File: src/adc_ctrl_pkg.sv
// constants shared by the conversion control block
// assumes a single 25 MHz system clock and a plain register port
// How it works
// - each result is a 10-bit successive approximation value held for software.
// - channel select 00..11 routes input 0..3 to the sample-and-hold.
// - reference select bit 6 picks external reference pin, else supply.
// - a conversion lasts exactly eleven conversion bit periods.
// - clock select picks divide 2,4,8,16,32,64 or internal RC for x11.
// - internal RC conversion clock runs at 500 kHz or less.
// - writing go bit 1 while converter-on is already set starts conversion; reads one while busy.
// - at completion go clears, done flag bit 6 sets, request raised if enabled.
// - clearing go mid-conversion aborts and keeps the previous result.
// - after abort wait two bit periods, then acquire selected channel.
// - justify bit 7 one gives right-justified, zero left-justified result.
// - converter-on bit 0 powers converter; zero shuts it off.
// - analog select bit makes pin analog and disables its digital functions.
// - analog select bits reset to one, all other control bits to zero.
// - control bits 5 and 4 and analog select bit 7 read as zero.
// - hold capacitor is never discharged between conversions.
// - with internal RC clock, start is delayed one instruction cycle.
// - reset turns converter off, aborts conversion, keeps result registers.
package adc_ctrl_pkg;
  localparam logic [7:0] CONTROL_ADDR     = 8'h1F;
  localparam logic [7:0] PIN_CLK_ADDR     = 8'h9F;
  localparam logic [7:0] RESULT_HI_ADDR   = 8'h1E;
  localparam logic [7:0] RESULT_LO_ADDR   = 8'h9E;
  localparam logic [7:0] FLAG_ADDR        = 8'h0C;
  localparam logic [7:0] ENABLE_ADDR      = 8'h8C;
  localparam int         JUSTIFY_BIT      = 7;
  localparam int         REF_BIT          = 6;
  localparam int         CHAN_LSB         = 2;
  localparam int         GO_BIT           = 1;
  localparam int         ON_BIT           = 0;
  localparam int         CLKSEL_LSB       = 4;
  localparam int         DONE_BIT         = 6;
  localparam logic [7:0] CONTROL_MASK     = 8'hCF;
  localparam logic [7:0] PIN_CLK_MASK     = 8'h7F;
  localparam logic [7:0] CONTROL_RESET    = 8'h00;
  localparam logic [7:0] PIN_CLK_RESET    = 8'h0F;
  localparam int         CONV_PERIODS     = 11;
  localparam int         ABORT_PERIODS    = 2;
  localparam int         CLK_HZ           = 25000000;
  localparam int         RC_MAX_HZ        = 500000;
  localparam int         INSTR_CYCLES     = 4;
  // internal rc bit period in system clocks, shortest period rounded up
  localparam int         RC_DIV           = (CLK_HZ + RC_MAX_HZ - 1) / RC_MAX_HZ;
  localparam int         DIV_W            = 7;
  typedef enum logic [1:0] {
    ST_IDLE  = 2'b00,
    ST_DELAY = 2'b01,
    ST_CONV  = 2'b10,
    ST_ABORT = 2'b11
  } conv_state_t;
endpackage : adc_ctrl_pkg

File: src/adc_conversion_control.sv
// conversion control: registers, sequencer, result formatting
// assumes comparator output from the analog core is asynchronous
//
// The address-and-strobe port was decided locally.
`timescale 1ns/1ns
`default_nettype none
module adc_conversion_control
  import adc_ctrl_pkg::*;
(
  // clock and reset
  input  wire logic       ref_clk,
  input  wire logic       srst,
  // register port
  input  wire logic [7:0] reg_addr,
  input  wire logic [7:0] reg_wdata,
  input  wire logic       reg_wr,
  input  wire logic       reg_rd,
  output logic [7:0]      reg_rdata,
  // interrupt request
  output logic            conv_irq,
  // analog core
  input  wire logic       comp_high,
  output logic [9:0]      dac_code,
  output logic            converter_on,
  output logic            reference_select,
  output logic [1:0]      channel_select,
  output logic            sample_hold,
  output logic            hold_discharge,
  // pins
  output logic [3:0]      pin_analog_select
);
  logic [7:0]  ctrl_q, ctrl_d, pin_q, pin_d;
  logic [9:0]  res_q, res_d;
  logic        done_q, done_d, ie_q, ie_d;
  logic [7:0]  rdata_q, rdata_d;
  logic        irq_q, irq_d, samp_q, samp_d;
  conv_state_t st_q, st_d;
  logic [3:0]  per_q, per_d;
  logic [1:0]  dly_q, dly_d;
  logic        comp_s1_q, comp_s2_q;
  logic        tick, run, sar_load, sar_step;
  logic [9:0]  trial;
  logic        wr_ctrl, go_set, go_clr, finish;

  adc_bit_clock u_clk (
    .ref_clk    (ref_clk),
    .srst       (srst),
    .run        (run),
    .clk_select (pin_q[CLKSEL_LSB +: 3]),
    .tick       (tick)
  );

  adc_sar #(.WIDTH(10)) u_sar (
    .ref_clk   (ref_clk),
    .srst      (srst),
    .load      (sar_load),
    .step      (sar_step),
    .comp_high (comp_s2_q),
    .trial     (trial)
  );

  function automatic logic [7:0] res_byte(input logic [9:0] r, input logic right,
                                          input logic high);
    if (right) begin
      res_byte = high ? {6'h00, r[9:8]} : r[7:0];
    end else begin
      res_byte = high ? r[9:2] : {r[1:0], 6'h00};
    end
  endfunction : res_byte

  always_ff @(posedge ref_clk) begin
    comp_s1_q <= comp_high;
    comp_s2_q <= comp_s1_q;
  end

  assign wr_ctrl  = reg_wr && reg_addr == CONTROL_ADDR;
  assign go_set   = wr_ctrl && reg_wdata[GO_BIT] && ctrl_q[ON_BIT];
  assign go_clr   = wr_ctrl && !reg_wdata[GO_BIT];
  // bit clock idles in the start delay and restarts on abort entry
  assign run      = (st_q == ST_CONV && !(go_clr || !ctrl_q[ON_BIT])) ||
                    st_q == ST_ABORT;
  assign sar_load = st_q == ST_DELAY && st_d == ST_CONV;
  // first period samples, ten periods resolve bits
  assign sar_step = st_q == ST_CONV && tick && per_q != 4'd0;
  assign finish   = st_q == ST_CONV && tick && per_q == 4'(CONV_PERIODS - 1);

  // sequencer
  always_comb begin
    st_d  = st_q;
    per_d = per_q;
    dly_d = dly_q;
    unique case (st_q)
      ST_IDLE: begin
        if (go_set) begin
          st_d  = ST_DELAY;
          dly_d = '0;
        end
      end
      ST_DELAY: begin
        // rc clock waits one instruction so the core runs quiet
        if (pin_q[CLKSEL_LSB +: 2] != 2'b11 || dly_q == 2'(INSTR_CYCLES - 1)) begin
          st_d  = ST_CONV;
          per_d = '0;
        end else begin
          dly_d = dly_q + 1'b1;
        end
        if (go_clr || !ctrl_q[ON_BIT]) begin
          st_d = ST_IDLE;
        end
      end
      ST_CONV: begin
        if (go_clr || !ctrl_q[ON_BIT]) begin
          st_d  = ST_ABORT;
          dly_d = '0;
        end else if (finish) begin
          st_d = ST_IDLE;
        end else if (tick) begin
          per_d = per_q + 1'b1;
        end
      end
      ST_ABORT: begin
        if (tick) begin
          dly_d = dly_q + 1'b1;
          if (dly_q == 2'(ABORT_PERIODS - 1)) begin
            st_d = ST_IDLE;
          end
        end
      end
    endcase
  end

  // registers
  always_comb begin
    ctrl_d = ctrl_q;
    pin_d  = pin_q;
    ie_d   = ie_q;
    done_d = done_q;
    res_d  = res_q;
    if (wr_ctrl) begin
      ctrl_d = reg_wdata & CONTROL_MASK;
      ctrl_d[GO_BIT] = (reg_wdata[GO_BIT] && ctrl_q[ON_BIT]) ||
                       (ctrl_q[GO_BIT] && reg_wdata[GO_BIT]);
    end
    if (reg_wr && reg_addr == PIN_CLK_ADDR) begin
      pin_d = reg_wdata & PIN_CLK_MASK;
    end
    if (reg_wr && reg_addr == ENABLE_ADDR) begin
      ie_d = reg_wdata[DONE_BIT];
    end
    if (reg_wr && reg_addr == FLAG_ADDR) begin
      done_d = reg_wdata[DONE_BIT];
    end
    if (finish && st_d == ST_IDLE) begin
      ctrl_d[GO_BIT] = 1'b0;
      done_d         = 1'b1;
      // last tick decides bit 0 alongside the sar
      res_d          = {trial[9:1], comp_s2_q};
    end
    if (st_q == ST_ABORT || (st_q == ST_DELAY && st_d == ST_IDLE)) begin
      ctrl_d[GO_BIT] = 1'b0;
    end
  end

  // outputs and read data
  always_comb begin
    rdata_d = 8'h00;
    if (reg_rd) begin
      unique case (reg_addr)
        CONTROL_ADDR:   rdata_d = ctrl_q;
        PIN_CLK_ADDR:   rdata_d = pin_q;
        RESULT_HI_ADDR: rdata_d = res_byte(res_q, ctrl_q[JUSTIFY_BIT], 1'b1);
        RESULT_LO_ADDR: rdata_d = res_byte(res_q, ctrl_q[JUSTIFY_BIT], 1'b0);
        FLAG_ADDR:      rdata_d = 8'(done_q) << DONE_BIT;
        ENABLE_ADDR:    rdata_d = 8'(ie_q) << DONE_BIT;
        default:        rdata_d = 8'h00;
      endcase
    end
    irq_d  = done_d && ie_d;
    samp_d = ctrl_d[ON_BIT] &&
             (st_d == ST_IDLE || st_d == ST_DELAY || (st_d == ST_CONV && per_d == 4'd0));
  end

  always_ff @(posedge ref_clk) begin
    if (srst) begin
      ctrl_q  <= CONTROL_RESET;
      pin_q   <= PIN_CLK_RESET;
      ie_q    <= 1'b0;
      done_q  <= 1'b0;
      rdata_q <= 8'h00;
      irq_q   <= 1'b0;
      samp_q  <= 1'b0;
      st_q    <= ST_IDLE;
      per_q   <= '0;
      dly_q   <= '0;
    end else begin
      ctrl_q  <= ctrl_d;
      pin_q   <= pin_d;
      ie_q    <= ie_d;
      done_q  <= done_d;
      rdata_q <= rdata_d;
      irq_q   <= irq_d;
      samp_q  <= samp_d;
      st_q    <= st_d;
      per_q   <= per_d;
      dly_q   <= dly_d;
    end
  end

  // result survives reset
  always_ff @(posedge ref_clk) begin
    res_q <= res_d;
  end

  logic [9:0] dac_q;
  always_ff @(posedge ref_clk) begin
    if (srst) begin
      dac_q <= '0;
    end else begin
      dac_q <= trial;
    end
  end

  assign reg_rdata         = rdata_q;
  assign conv_irq          = irq_q;
  assign dac_code          = dac_q;
  assign converter_on      = ctrl_q[ON_BIT];
  assign reference_select  = ctrl_q[REF_BIT];
  assign channel_select    = ctrl_q[CHAN_LSB +: 2];
  assign sample_hold       = samp_q;
  assign hold_discharge    = 1'b0;
  assign pin_analog_select = pin_q[3:0];
endmodule : adc_conversion_control
`default_nettype wire

File: src/adc_bit_clock.sv
// conversion bit period tick generator
// assumes run is held high for as long as ticks are wanted
`timescale 1ns/1ns
`default_nettype none
module adc_bit_clock
  import adc_ctrl_pkg::*;
(
  // clock and reset
  input  wire logic       ref_clk,
  input  wire logic       srst,
  // control
  input  wire logic       run,
  input  wire logic [2:0] clk_select,
  // tick out
  output logic            tick
);
  logic [DIV_W-1:0] cnt_q, cnt_d, lim;

  function automatic logic [DIV_W-1:0] div_limit(input logic [2:0] sel);
    if (sel[1:0] == 2'b11) begin
      div_limit = DIV_W'(RC_DIV - 1);
    end else begin
      // low bits pick 2/8/32, top bit doubles
      div_limit = DIV_W'((2 << (2 * sel[1:0] + {1'b0, sel[2]})) - 1);
    end
  endfunction : div_limit

  always_comb begin
    lim   = div_limit(clk_select);
    cnt_d = cnt_q;
    if (!run || cnt_q >= lim) begin
      cnt_d = '0;
    end else begin
      cnt_d = cnt_q + 1'b1;
    end
  end

  always_ff @(posedge ref_clk) begin
    if (srst) begin
      cnt_q <= '0;
    end else begin
      cnt_q <= cnt_d;
    end
  end

  assign tick = run && (cnt_q >= lim);
endmodule : adc_bit_clock
`default_nettype wire

File: src/adc_sar.sv
// successive approximation register, one decision per bit period
// assumes comparator input settles within one bit period
`timescale 1ns/1ns
`default_nettype none
module adc_sar
  import adc_ctrl_pkg::*;
#(
  parameter int WIDTH = 10
) (
  // clock and reset
  input  wire logic             ref_clk,
  input  wire logic             srst,
  // sequencing
  input  wire logic             load,
  input  wire logic             step,
  input  wire logic             comp_high,
  // trial code to the core and final code
  output logic [WIDTH-1:0]      trial
);
  logic [WIDTH-1:0] code_q, code_d, mask_q, mask_d;

  always_comb begin
    code_d = code_q;
    mask_d = mask_q;
    if (load) begin
      mask_d = {1'b1, {(WIDTH-1){1'b0}}};
      code_d = mask_d;
    end else if (step && mask_q != '0) begin
      // keep or drop the trial bit, then try the next lower one
      code_d = (comp_high ? code_q : (code_q & ~mask_q)) | (mask_q >> 1);
      mask_d = mask_q >> 1;
    end
  end

  always_ff @(posedge ref_clk) begin
    if (srst) begin
      code_q <= '0;
      mask_q <= '0;
    end else begin
      code_q <= code_d;
      mask_q <= mask_d;
    end
  end

  assign trial = code_q;
endmodule : adc_sar
`default_nettype wire

File: config.mk
export PLATFORM = sky130hd
export DESIGN_NAME = adc_conversion_control
export DESIGN_NICKNAME = d
export VERILOG_FILES = /design/src/adc_ctrl_pkg.sv /design/src/adc_conversion_control.sv /design/src/adc_bit_clock.sv /design/src/adc_sar.sv
export SDC_FILE = /design/constraint.sdc
export NUM_CORES = 1
export LEC_CHECK = 0
export BUFFER_PORTS_ARGS = -buffer_cell sky130_fd_sc_hd__buf_2
export CAP_MARGIN = 20
export CORE_UTILIZATION = 30
export DETAILED_ROUTE_END_ITERATION = 10
export PLACE_DENSITY_LB_ADDON = 0.15
export SETUP_SLACK_MARGIN = 0.2
export SYNTH_ARGS = -nofsm -noshare
export SYNTH_HDL_FRONTEND = slang
export SYNTH_SLANG_ARGS = --single-unit
File: constraint.sdc
create_clock -name ref_clk -period 4.95 [get_ports ref_clk]
set_clock_uncertainty 0.1 [all_clocks]
set_input_delay 0.99 -clock ref_clk [delete_from_list [all_inputs] [get_ports ref_clk]]
set_output_delay 0.99 -clock ref_clk [all_outputs]
set_load 0.03 [all_outputs]
==> results of run 1 <==
==> power groups by stage <==
stage,sequential (W),clock [W],combinational (W)
3_5_place_dp,0.000688,0,0.0000361
2_1_floorplan,0.000688,0,0.0000212
3_3_place_gp,0.000688,0,0.0000361
4_1_cts,0.000673,0.000675,0.0000362
5_1_grt,0.000673,0.000704,0.0000393
6_report,0.000673,0.000658,0.0000360
==> worst max-delay path, cell delays in order (launching register included) <==
cell,delay [ps]
dfxtp_1,480
inv_1,150
ha_1,200
nor2_1,130
xor2_1,160
nor2_1,60
ha_1,310
nand4_1,90
a21oi_1,340
o21ai_1,310
nor3_2,290
o32ai_4,160
nor4b_4,840
nor3_1,110
==> synthesized netlist by cell type (4+ instances only) <==
master	count
edfxtp_1	10
nor2_1	50
a22oi_1	11
buf_4	7
a21oi_1	16
inv_1	15
clkbuf_1	11
or3_1	6
nand3_1	13
a211o_1	4
dfxtp_1	72
ha_1	22
o21ai_0	9
nor2b_1	16
mux2_2	6
nand2_1	25
mux2i_1	24
nor3_1	23
==> cell type report <==
type,count,area (sq um),area share
clock buffers,12,236,0.0515
inverters,15,56.3,0.0123
repair buffers,51,263,0.0573
clock inverters,4,52.6,0.0115
well taps,172,215,0.0469
flip-flops and latches,82,1740,0.380
multi-input cells,294,2020,0.441
==> through the flow <==
stage | utilization | cells
2_1_floorplan | - | 415
3_3_place_gp | 0.338 | 614
3_5_place_dp | 0.338 | 614
4_1_cts | 0.361 | 630
5_1_grt | 0.361 | 630
6_report | 0.361 | 630
==> cell usage in the layout (no fill, tap or decap), drive strengths merged, types with 2 or more instances in the layout <==
master  instances
or2             3
mux2i          24
conb            2
or4             3
mux2            6
a211o           4
o31a            2
buf            51
a221oi          2
o21ai          10
edfxtp         10
nand2b          3
ha             22
and2            3
clkinv          3
nor3           25
nand2          25
o211ai          2
nor2           50
inv            15
nor4            4
a32o            2
a21oi          16
or3             6
a211oi          3
o22ai           2
clkbuf         12
nand3          13
dfxtp          72
xor2            3
nor2b          16
a222oi          2
a22oi          11
xnor2           3
nand4           3
==> worst min-delay path by stage <==
stage | end | start
global route | comp_s2_q | comp_s1_q
CTS | comp_s2_q | comp_s1_q
global placement | comp_s2_q | comp_s1_q
detailed placement | comp_s2_q | comp_s1_q
finish | comp_s2_q | comp_s1_q
floorplan | comp_s2_q | comp_s1_q
==> per-layer routing <==
metal / up-vias / track usage / wire [um]
met3: 13 / 0.0410 / 435
met1: 1436 / 0.181 / 4470
met5: - / 0 / 0
li1: 1563 / - / -
met2: 76 / 0.225 / 4020
met4: 0 / 0.0675 / 211
==> kinds of logic (layout without fill, tap and decap cells) <==
kind of cell,count (synthesis),after routing,synth area share
multiplexers,30,30,0.0779
XOR/XNOR,6,6,0.0133
buffers and inverters,39,82,0.0466
AND/OR/NAND/NOR,162,162,0.212
AO/OA/AOI/OAI,72,72,0.138
flip-flops,82,82,0.441
other,2,2,0.00190
adder cells (fa/ha/maj),22,22,0.0697
==> sequential cells by signal, summed over array words and instances, names as in the netlist, 2 cells and up <==
signal	cells
u_sar.mask_q	10
per_q	4
dly_q	2
ctrl_q	6
u_clk.cnt_q	7
pin_q	7
st_q	2
u_sar.trial	10
res_q	10
dac_code	10
reg_rdata	8
==> out/results.tsv, run 1 <==
metric	value	unit
R2R Path End	u_sar.mask_q[3]	
Slew Limit Fails	0	
Post-Syn Nets	458	
part of the Yosys area used for sequential elements	0.441	
DR WL/cell	14.5	um
pwr/cell area	298	mW/mm^2
Seq pwr share	0.492	
min Tclk post-route	3890	ps
final wirelength	9.14	mm
Max VDD drop	0.160	mV
count of hold-fix buffers inserted at cts	0	
Initial DRC Count	234	
PostCTS Resize Cnt	0	
leakage	1.73	nW
crit path kind	flip-flop to flip-flop	
Sw Ratio	0.213	
vias per cell	4.90	
antenna viol nets, final	0	
critical path data arrival time	3970	ps
f_max	257	MHz
worst-path fanout max	18	
r2r setup slk	1060	ps
Die Span Y	117	um
Via Count	3088	
async set or reset register ratio after synthesis	0	
average size of a mapped cell	9.52	sq um
Syn-to-layout area delta	16.2	%
yosys warns	0	
Unique masters post-synth	65	
Synth top area share	0.365	
top cells by area, synth	dfxtp_1, edfxtp_1, ha_1	
total CTS buffers	9	
unrepaired setup endpoints after global routing	false	
Post-CTS Setup Inserts	0	
critical path launch point	pin_q[5]	
port buffer count	48	
Core ar.	0.0127	sq mm
Final setup viols	0	
Final TNS setup	0	ps
aggregate global routing overflow	0	
Int Power	0.00108	W
worst setup slack after placement	1090	ps
Setup crit start kind	flip-flop	
Clock Path Buffers	2	
clock share of power	0.481	
die area	0.0136	sq mm
CTS sink count	82	
Nets	496	
R2R Path Start	pin_q[5]	
Reg2Reg Depth	13	
DRC	0	
CTS tree	built	
Sw Pwr	0.000291	W
Root Buffer Master	clkbuf_16	
Detailed Place HPWL	6.63	mm
Post-synth EDFFs	10	
Pre-Repair DR Iteration Count	4	
Worst Tran Pin Value	984	ps
max_cap viols	0	
Hold Vio Cnt, Final	0	
Final GP Congestion	0.854	
min-delay worst type	flip-flop to flip-flop	
Worst Path Required	5040	ps
fin crit share	0.785	
vias in the first global route	2907	
max_slew headroom	0.341	
Most used DFF post-synth	dfxtp_1	
Hold Path Stages	0	
Initial Util	0.310	
fillers	1303	
Min Hold Slack	227	ps
clk slew on worst S/H paths	60	ps
antenna violations before repair	0	
FF+latch count, synth	82	
dpl cell area	0.00430	sq mm
row count	41	
setup ws final	1060	ps
IO Pins	50	
nature of the critical path endpoint	flip-flop	
Global Route Usage Sum	0.143	
H-tree Lvls	3	
Combinational Power Share	0.026	
status	finished, final reports clean	
Die Wd	117	um
first-pass GRT wire length	14.7	mm
worst skew pair latency	340	ps
layout cells sized above 1	0.172	
end of the critical path	u_sar.mask_q[3]	
Cells after Synth	415	
dominant cell type by area after synthesis	dfxtp_1	
final instance area	0.00459	sq mm
Final Total Pwr	0.00137	W
ant diodes	0	
cell area after synthesis	0.00395	sq mm
largest net degree at the start of global routing	38	
No activity file was read; power rests on OpenSTA's default activity.
==> run 2: changes to the inputs <==
==> constraint.sdc (replaced) <==
create_clock -name ref_clk -period 3.25 [get_ports ref_clk]
set_clock_uncertainty 0.1 [all_clocks]
set_input_delay 0.65 -clock ref_clk [delete_from_list [all_inputs] [get_ports ref_clk]]
set_output_delay 0.65 -clock ref_clk [all_outputs]
set_load 0.03 [all_outputs]
==> run 2 against run 1 <==
  * Fmax increased by 26%
  * Critical path depth increased by 3
  * Non-clock buffer count increased by 25
  * Worst setup slack got worse by 890 ps
  * Routed wire length increased by 6.0%
  * Combinational power increased by 68%
  * Clock-buffer cell count decreased by 1
  * Global-route usage increased by 0.63 points
  * Final cell count increased by 4.0%
  * Sequential power increased by 52%
  * Largest power group unchanged
==> out/results.tsv, run 2 (same netlist as run 1, synthesis figures left out) <==
metric	value	unit	change
status	finished, final reports clean		
Final setup viols	0		unchanged
hold endpoint	comp_s2_q		
H-tree Lvls	3		unchanged
Final GP Congestion	0.811		-5.1%
layout cells sized above 1	0.282		+0.109
DRC	0		unchanged
Nets	521		+5.0%
dpl cell area	0.00444	sq mm	+3.3%
port buffer count	48		unchanged
antenna violations before repair	0		unchanged
IO Pins	50		unchanged
antenna viol nets, final	0		unchanged
R2R Path Start	pin_q[4]		
ant diodes	0		unchanged
R2R Path End	u_sar.mask_q[1]		
Seq. cell area	0.00175	sq mm	+0.29%
Worst Tran Pin Value	778	ps	-207 ps
Worst Path Required	3370	ps	-1670 ps
largest net degree at the start of global routing	35		-7.9%
most frequent cells in the layout	dfxtp_1, nor2_1, buf_2		
worst setup slack after placement	97.0	ps	-990 ps
Initial DRC Count	164		-30%
max_slew headroom	0.477		+0.136
total CTS buffers	9		unchanged
Core ar.	0.0127	sq mm	unchanged
Final TNS setup	0	ps	unchanged
Setup crit start kind	flip-flop		
vias per cell	4.87		-0.61%
setup ws final	168	ps	-895 ps
critical path data arrival time	3200	ps	-770 ps
Initial Util	0.310		unchanged
Die Wd	117	um	unchanged
f_max	324	MHz	+26%
unrepaired setup endpoints after global routing	true		
Hold Vio Cnt, Final	0		unchanged
aggregate global routing overflow	0		unchanged
DR top layer	met4		
final instance area	0.00506	sq mm	+10%
first-pass GRT wire length	15.1	mm	+3.0%
min Tclk post-route	3080	ps	-805 ps
worst-path fanout max	8		-10
Detailed Place HPWL	6.87	mm	+3.7%
Multi-input gate area	0.00221	sq mm	+9.3%
CTS tree	built		
worst skew pair latency	350	ps	about the same
Min Hold Slack	233	ps	+5.67 ps
Global Route Usage Sum	0.150		+0.00635
hold wc startpoint	comp_s1_q		
min-delay worst type	flip-flop to flip-flop		
Reg2Reg Depth	16		+3
nature of the critical path endpoint	flip-flop		
Metal-1 WL	4.82	mm	+7.8%
met3 wire len	437	um	+0.46%
CTS sink count	82		unchanged
leakage	1.94	nW	+12%
clk slew on worst S/H paths	60	ps	about the same
Root Buffer Master	clkbuf_16		
max_cap viols	0		unchanged
most common cell after layout, fill and taps aside	dfxtp_1		
Hold Path Stages	0		unchanged
Pre-Repair DR Iteration Count	5		+1
Slew Limit Fails	0		unchanged
Die Span Y	117	um	unchanged
Syn-to-layout area delta	28.2	%	
row count	41		unchanged
Max VDD drop	0.219	mV	+37%
die area	0.0136	sq mm	unchanged
fin crit share	0.948		+0.163
r2r setup slk	170	ps	-890 ps
Clock Path Buffers	2		unchanged
crit path kind	flip-flop to flip-flop		
metal2 WL	4.29	mm	+6.6%
final wirelength	9.69	mm	+6.0%
DR WL/cell	14.8	um	+2.0%
Via Count	3191		+3.3%
vias in the first global route	2975		+2.3%
fillers	1300		-0.23%
pwr/cell area	409	mW/mm^2	+37%
## run 2: changes by cell type in the layout (fill, tap and decap cells not counted), moves of 4 or more
cell,before,now
buf_4,3,19
nor3_1,23,17
nor3_2,2,7
a21oi_1,16,12
a22oi_1,11,7
a22oi_2,0,4
buf_6,0,4
## run 2: worst max-delay path by stage
stage | startpoint | endpoint | slack, ps | depth (start not counted)
detailed placement | pin_q[4] | res_q[3] | 100 | 14
global route | pin_q[4] | u_sar.mask_q[1] | 10 | 16
CTS | pin_q[4] | u_sar.trial[4] | 200 | 15
floorplan | pin_q[5] | res_q[0] | 210 | 13
finish | pin_q[4] | u_sar.mask_q[1] | 170 | 16
global placement | pin_q[4] | res_q[5] | 140 | 14
## run 2: stage by stage
| stage | util | std cells | total power, W |
|---|---|---|---|
| floorplan | - | 415 | 0.00108 |
| global placement | 0.349 | 627 | 0.00111 |
| detailed placement | 0.349 | 627 | 0.00111 |
| CTS | 0.378 | 646 | 0.00210 |
| global route | 0.398 | 655 | 0.00216 |
| finish | 0.398 | 655 | 0.00207 |
## run 2: timing repair
action	in CTS	in global routing
gates resized for setup	8	34
buffers inserted	3	5
pin swaps	3	13
setup endpoints to repair	32	36
gates cloned	0	4
hold buffers	0	0
## run 2: critical path: stages, from the launching register on
cell       delay, ps
dfxtp_4          400
inv_4             50
buf_4            130
ha_1             210
and3_1           170
o21bai_1         160
ha_1             260
nand4_1          130
a21oi_4           70
o21ai_1          140
a31oi_1          110
a2bb2o_4         260
buf_12           120
nor4b_4          270
buf_6            180
clkbuf_16        150
nor3_1            50
## run 2: final cells by class
cell class | count | share of cell area
Inverter | 15 | 0.0116
Timing Repair Buffer | 76 | 0.106
Sequential cell | 82 | 0.345
Multi-Input combinational cell | 294 | 0.437
Clock buffer | 11 | 0.0502
Clock inverter | 5 | 0.00717
Tap cell | 172 | 0.0425
## run 2: routing by layer
metal  global-route usage  up-vias
met1                0.195     1502
met4               0.0624        0
met3               0.0545        9
li1                     -     1608
met5                    0        -
met2                0.223       72
## run 2: where the power goes
group	internal, W	switching, W
clock network	0.000567	0.000417
registers	0.00102	0.00000132
logic	0.0000223	0.0000382
total	0.00161	0.000456
==> run 3: changes to the inputs <==
--- a/config.mk
+++ b/config.mk
@@ -10,7 +10,7 @@
 export CORE_UTILIZATION = 30
 export DETAILED_ROUTE_END_ITERATION = 10
 export PLACE_DENSITY_LB_ADDON = 0.15
-export SETUP_SLACK_MARGIN = 0.2
+export SETUP_SLACK_MARGIN = 0.15
 export SYNTH_ARGS = -nofsm -noshare
 export SYNTH_HDL_FRONTEND = slang
 export SYNTH_SLANG_ARGS = --single-unit
==> run 3 against run 2 <==
  * Flip-flop and latch count is the same
  * Sequential share of layout area down 0.58 points
  * Routed wire length is 1.7% higher
  * Sequential power is essentially flat
  * Critical endpoint is now sample_hold
  * Clock-buffer cell count increased by 2
  * Hold slack gained 1.5 ps
  * Via count increased by 1.9%
  * Largest power group unchanged
  * Die area unchanged
  * First-iteration DRC count is 8.5% lower
==> out/results.tsv, run 3 (same netlist as run 1, synthesis figures left out) <==
metric	value	unit	change
CTS sink count	82		unchanged
Worst Tran Pin Value	657	ps	-120 ps
Final setup viols	0		unchanged
layout cells sized above 1	0.293		+0.0116
Hold Vio Cnt, Final	0		unchanged
Buf/Inv on CP	3		-2
first-pass GRT wire length	14.9	mm	-1.4%
antenna viol nets, final	0		unchanged
vias in the first global route	2978		+0.10%
Core ar.	0.0127	sq mm	unchanged
Clock Path Buffers	2		unchanged
status	finished, final reports clean		
f_max	323	MHz	-0.29%
final wirelength	9.85	mm	+1.7%
worst-path fanout max	8		unchanged
vias per cell	4.98		+2.3%
most frequent cells in the layout	dfxtp_1, buf_2, nor2_1		
row count	41		unchanged
IO Pins	50		unchanged
CTS tree	built		
fin crit share	0.951		+0.00271
critical path launch point	pin_q[4]		
min Tclk post-route	3090	ps	+8.82 ps
placed cells	627		unchanged
DR top layer	met4		
min-delay worst type	flip-flop to flip-flop		
Die Wd	117	um	unchanged
aggregate global routing overflow	0		unchanged
antenna violations before repair	0		unchanged
Min Hold Slack	234	ps	+1.51 ps
worst skew pair latency	340	ps	about the same
most common cell after layout, fill and taps aside	dfxtp_1		
Nets	519		-0.38%
total CTS buffers	9		unchanged
clk slew on worst S/H paths	60	ps	about the same
Max VDD drop	0.255	mV	+16%
Initial Util	0.310		unchanged
Die Span Y	117	um	unchanged
ant diodes	0		unchanged
crit path kind	flip-flop to flip-flop		
nature of the critical path endpoint	flip-flop		
port buffer count	48		unchanged
Initial DRC Count	150		-8.5%
max_slew headroom	0.558		+0.0810
Via Count	3253		+1.9%
Slowest-stage cell, CP	dfxtp_4		
pwr/cell area	406	mW/mm^2	-0.65%
DR WL/cell	15.1	um	+2.0%
Global Route Usage Sum	0.147		-0.00325
Root Buffer Master	clkbuf_16		
Pre-Repair DR Iteration Count	6		+1
leakage	1.96	nW	+0.90%
CP top delay family	simple AND/OR/NAND/NOR gates		
Setup crit start kind	flip-flop		
H-tree Lvls	3		unchanged
met3 wire len	451	um	+3.2%
final core occ	0.405		+0.00679
largest net degree at the start of global routing	37		+5.7%
Slew Limit Fails	0		unchanged
fillers	1279		-1.6%
R2R Path Start	pin_q[4]		
Worst Path Required	3370	ps	about the same
crit-path max cell delay	410	ps	about the same
crit path cell chain	inv_4, ha_4, nor2_4, xor2_1, nor2_1, ha_1, nand4_1, a21oi_4, buf_4, o21ai_4, buf_6, or3_4, or3_4, nand4_1, o21ai_2		
metal2 WL	4.58	mm	+6.9%
hold wc startpoint	comp_s1_q		
critical path data arrival time	3220	ps	+20 ps
count of hold-fix buffers inserted at cts	0		unchanged
Detailed Place HPWL	6.88	mm	+0.15%
Non-Filler Instances	653		-0.31%
die area	0.0136	sq mm	unchanged
DRC	0		unchanged
unrepaired setup endpoints after global routing	true		
Final GP Congestion	0.808		-0.27%
Metal-1 WL	4.62	mm	-4.0%
max_cap viols	0		unchanged
Syn-to-layout area delta	30.4	%	
Final TNS setup	0	ps	unchanged
run 3: changes by cell type in the layout (fill, tap and decap cells not counted), sizes merged:
cell	change
buf	-3
clkbuf	+3
clkinv	-1
inv	-1
run 3: metrics by stage:
step                worst slack (ps)  power, W  area [sq um]
floorplan                        173   0.00108          3970
global placement                 108   0.00111          4440
detailed placement              80.9   0.00111          4440
CTS                              159   0.00212          4780
global route                   -23.8   0.00217          5150
finish                           159   0.00209          5150
run 3: repair_timing:
action | 4_1_cts | 5_1_grt
gates cloned | 0 | 4
pin swaps | 0 | 25
resized for setup | 7 | 54
setup endpoints to repair | 18 | 35
buffers inserted | 1 | 5
run 3: cell type report:
| type | instances | area [sq um] | area share |
|---|---|---|---|
| multi-input combinational | 294 | 2300 | 0.447 |
| sequential | 82 | 1750 | 0.339 |
| timing repair buffer | 74 | 532 | 0.103 |
| clock buffer | 13 | 272 | 0.0527 |
| tap | 172 | 215 | 0.0418 |
| inverter | 15 | 61.3 | 0.0119 |
| clock inverter | 3 | 22.5 | 0.00438 |
run 3: final timing paths:
check,endpoint,slack (ps),cells after the start
max,sample_hold,160,15
min,comp_s2_q,230,0
max reg2reg,sample_hold,160,15
min reg2reg,comp_s2_q,230,0
run 3: power by group:
group | switching [W] | leakage (nW) | total, W | internal [W]
clock network | 0.000417 | 0.145 | 0.00100 | 0.000587
logic | 0.0000393 | 1.11 | 0.0000613 | 0.0000220
registers | 0.00000133 | 0.696 | 0.00102 | 0.00102
total | 0.000458 | 1.96 | 0.00209 | 0.00163
run 3: worst reg2reg max path, stage by stage, from the launching register on:
cell and delay [ps]:
dfxtp_4 410, inv_4 60, ha_4 150, nor2_4 80
xor2_1 170, nor2_1 70, ha_1 310, nand4_1 130
a21oi_4 210, buf_4 160, o21ai_4 60, buf_6 170
or3_4 370, or3_4 340, nand4_1 120, o21ai_2 70
run 3: per-layer routing:
metal | track usage | up-vias
met5 | 0 | -
met4 | 0.0633 | 0
met3 | 0.0343 | 17
met2 | 0.235 | 86
met1 | 0.188 | 1537
li1 | - | 1613
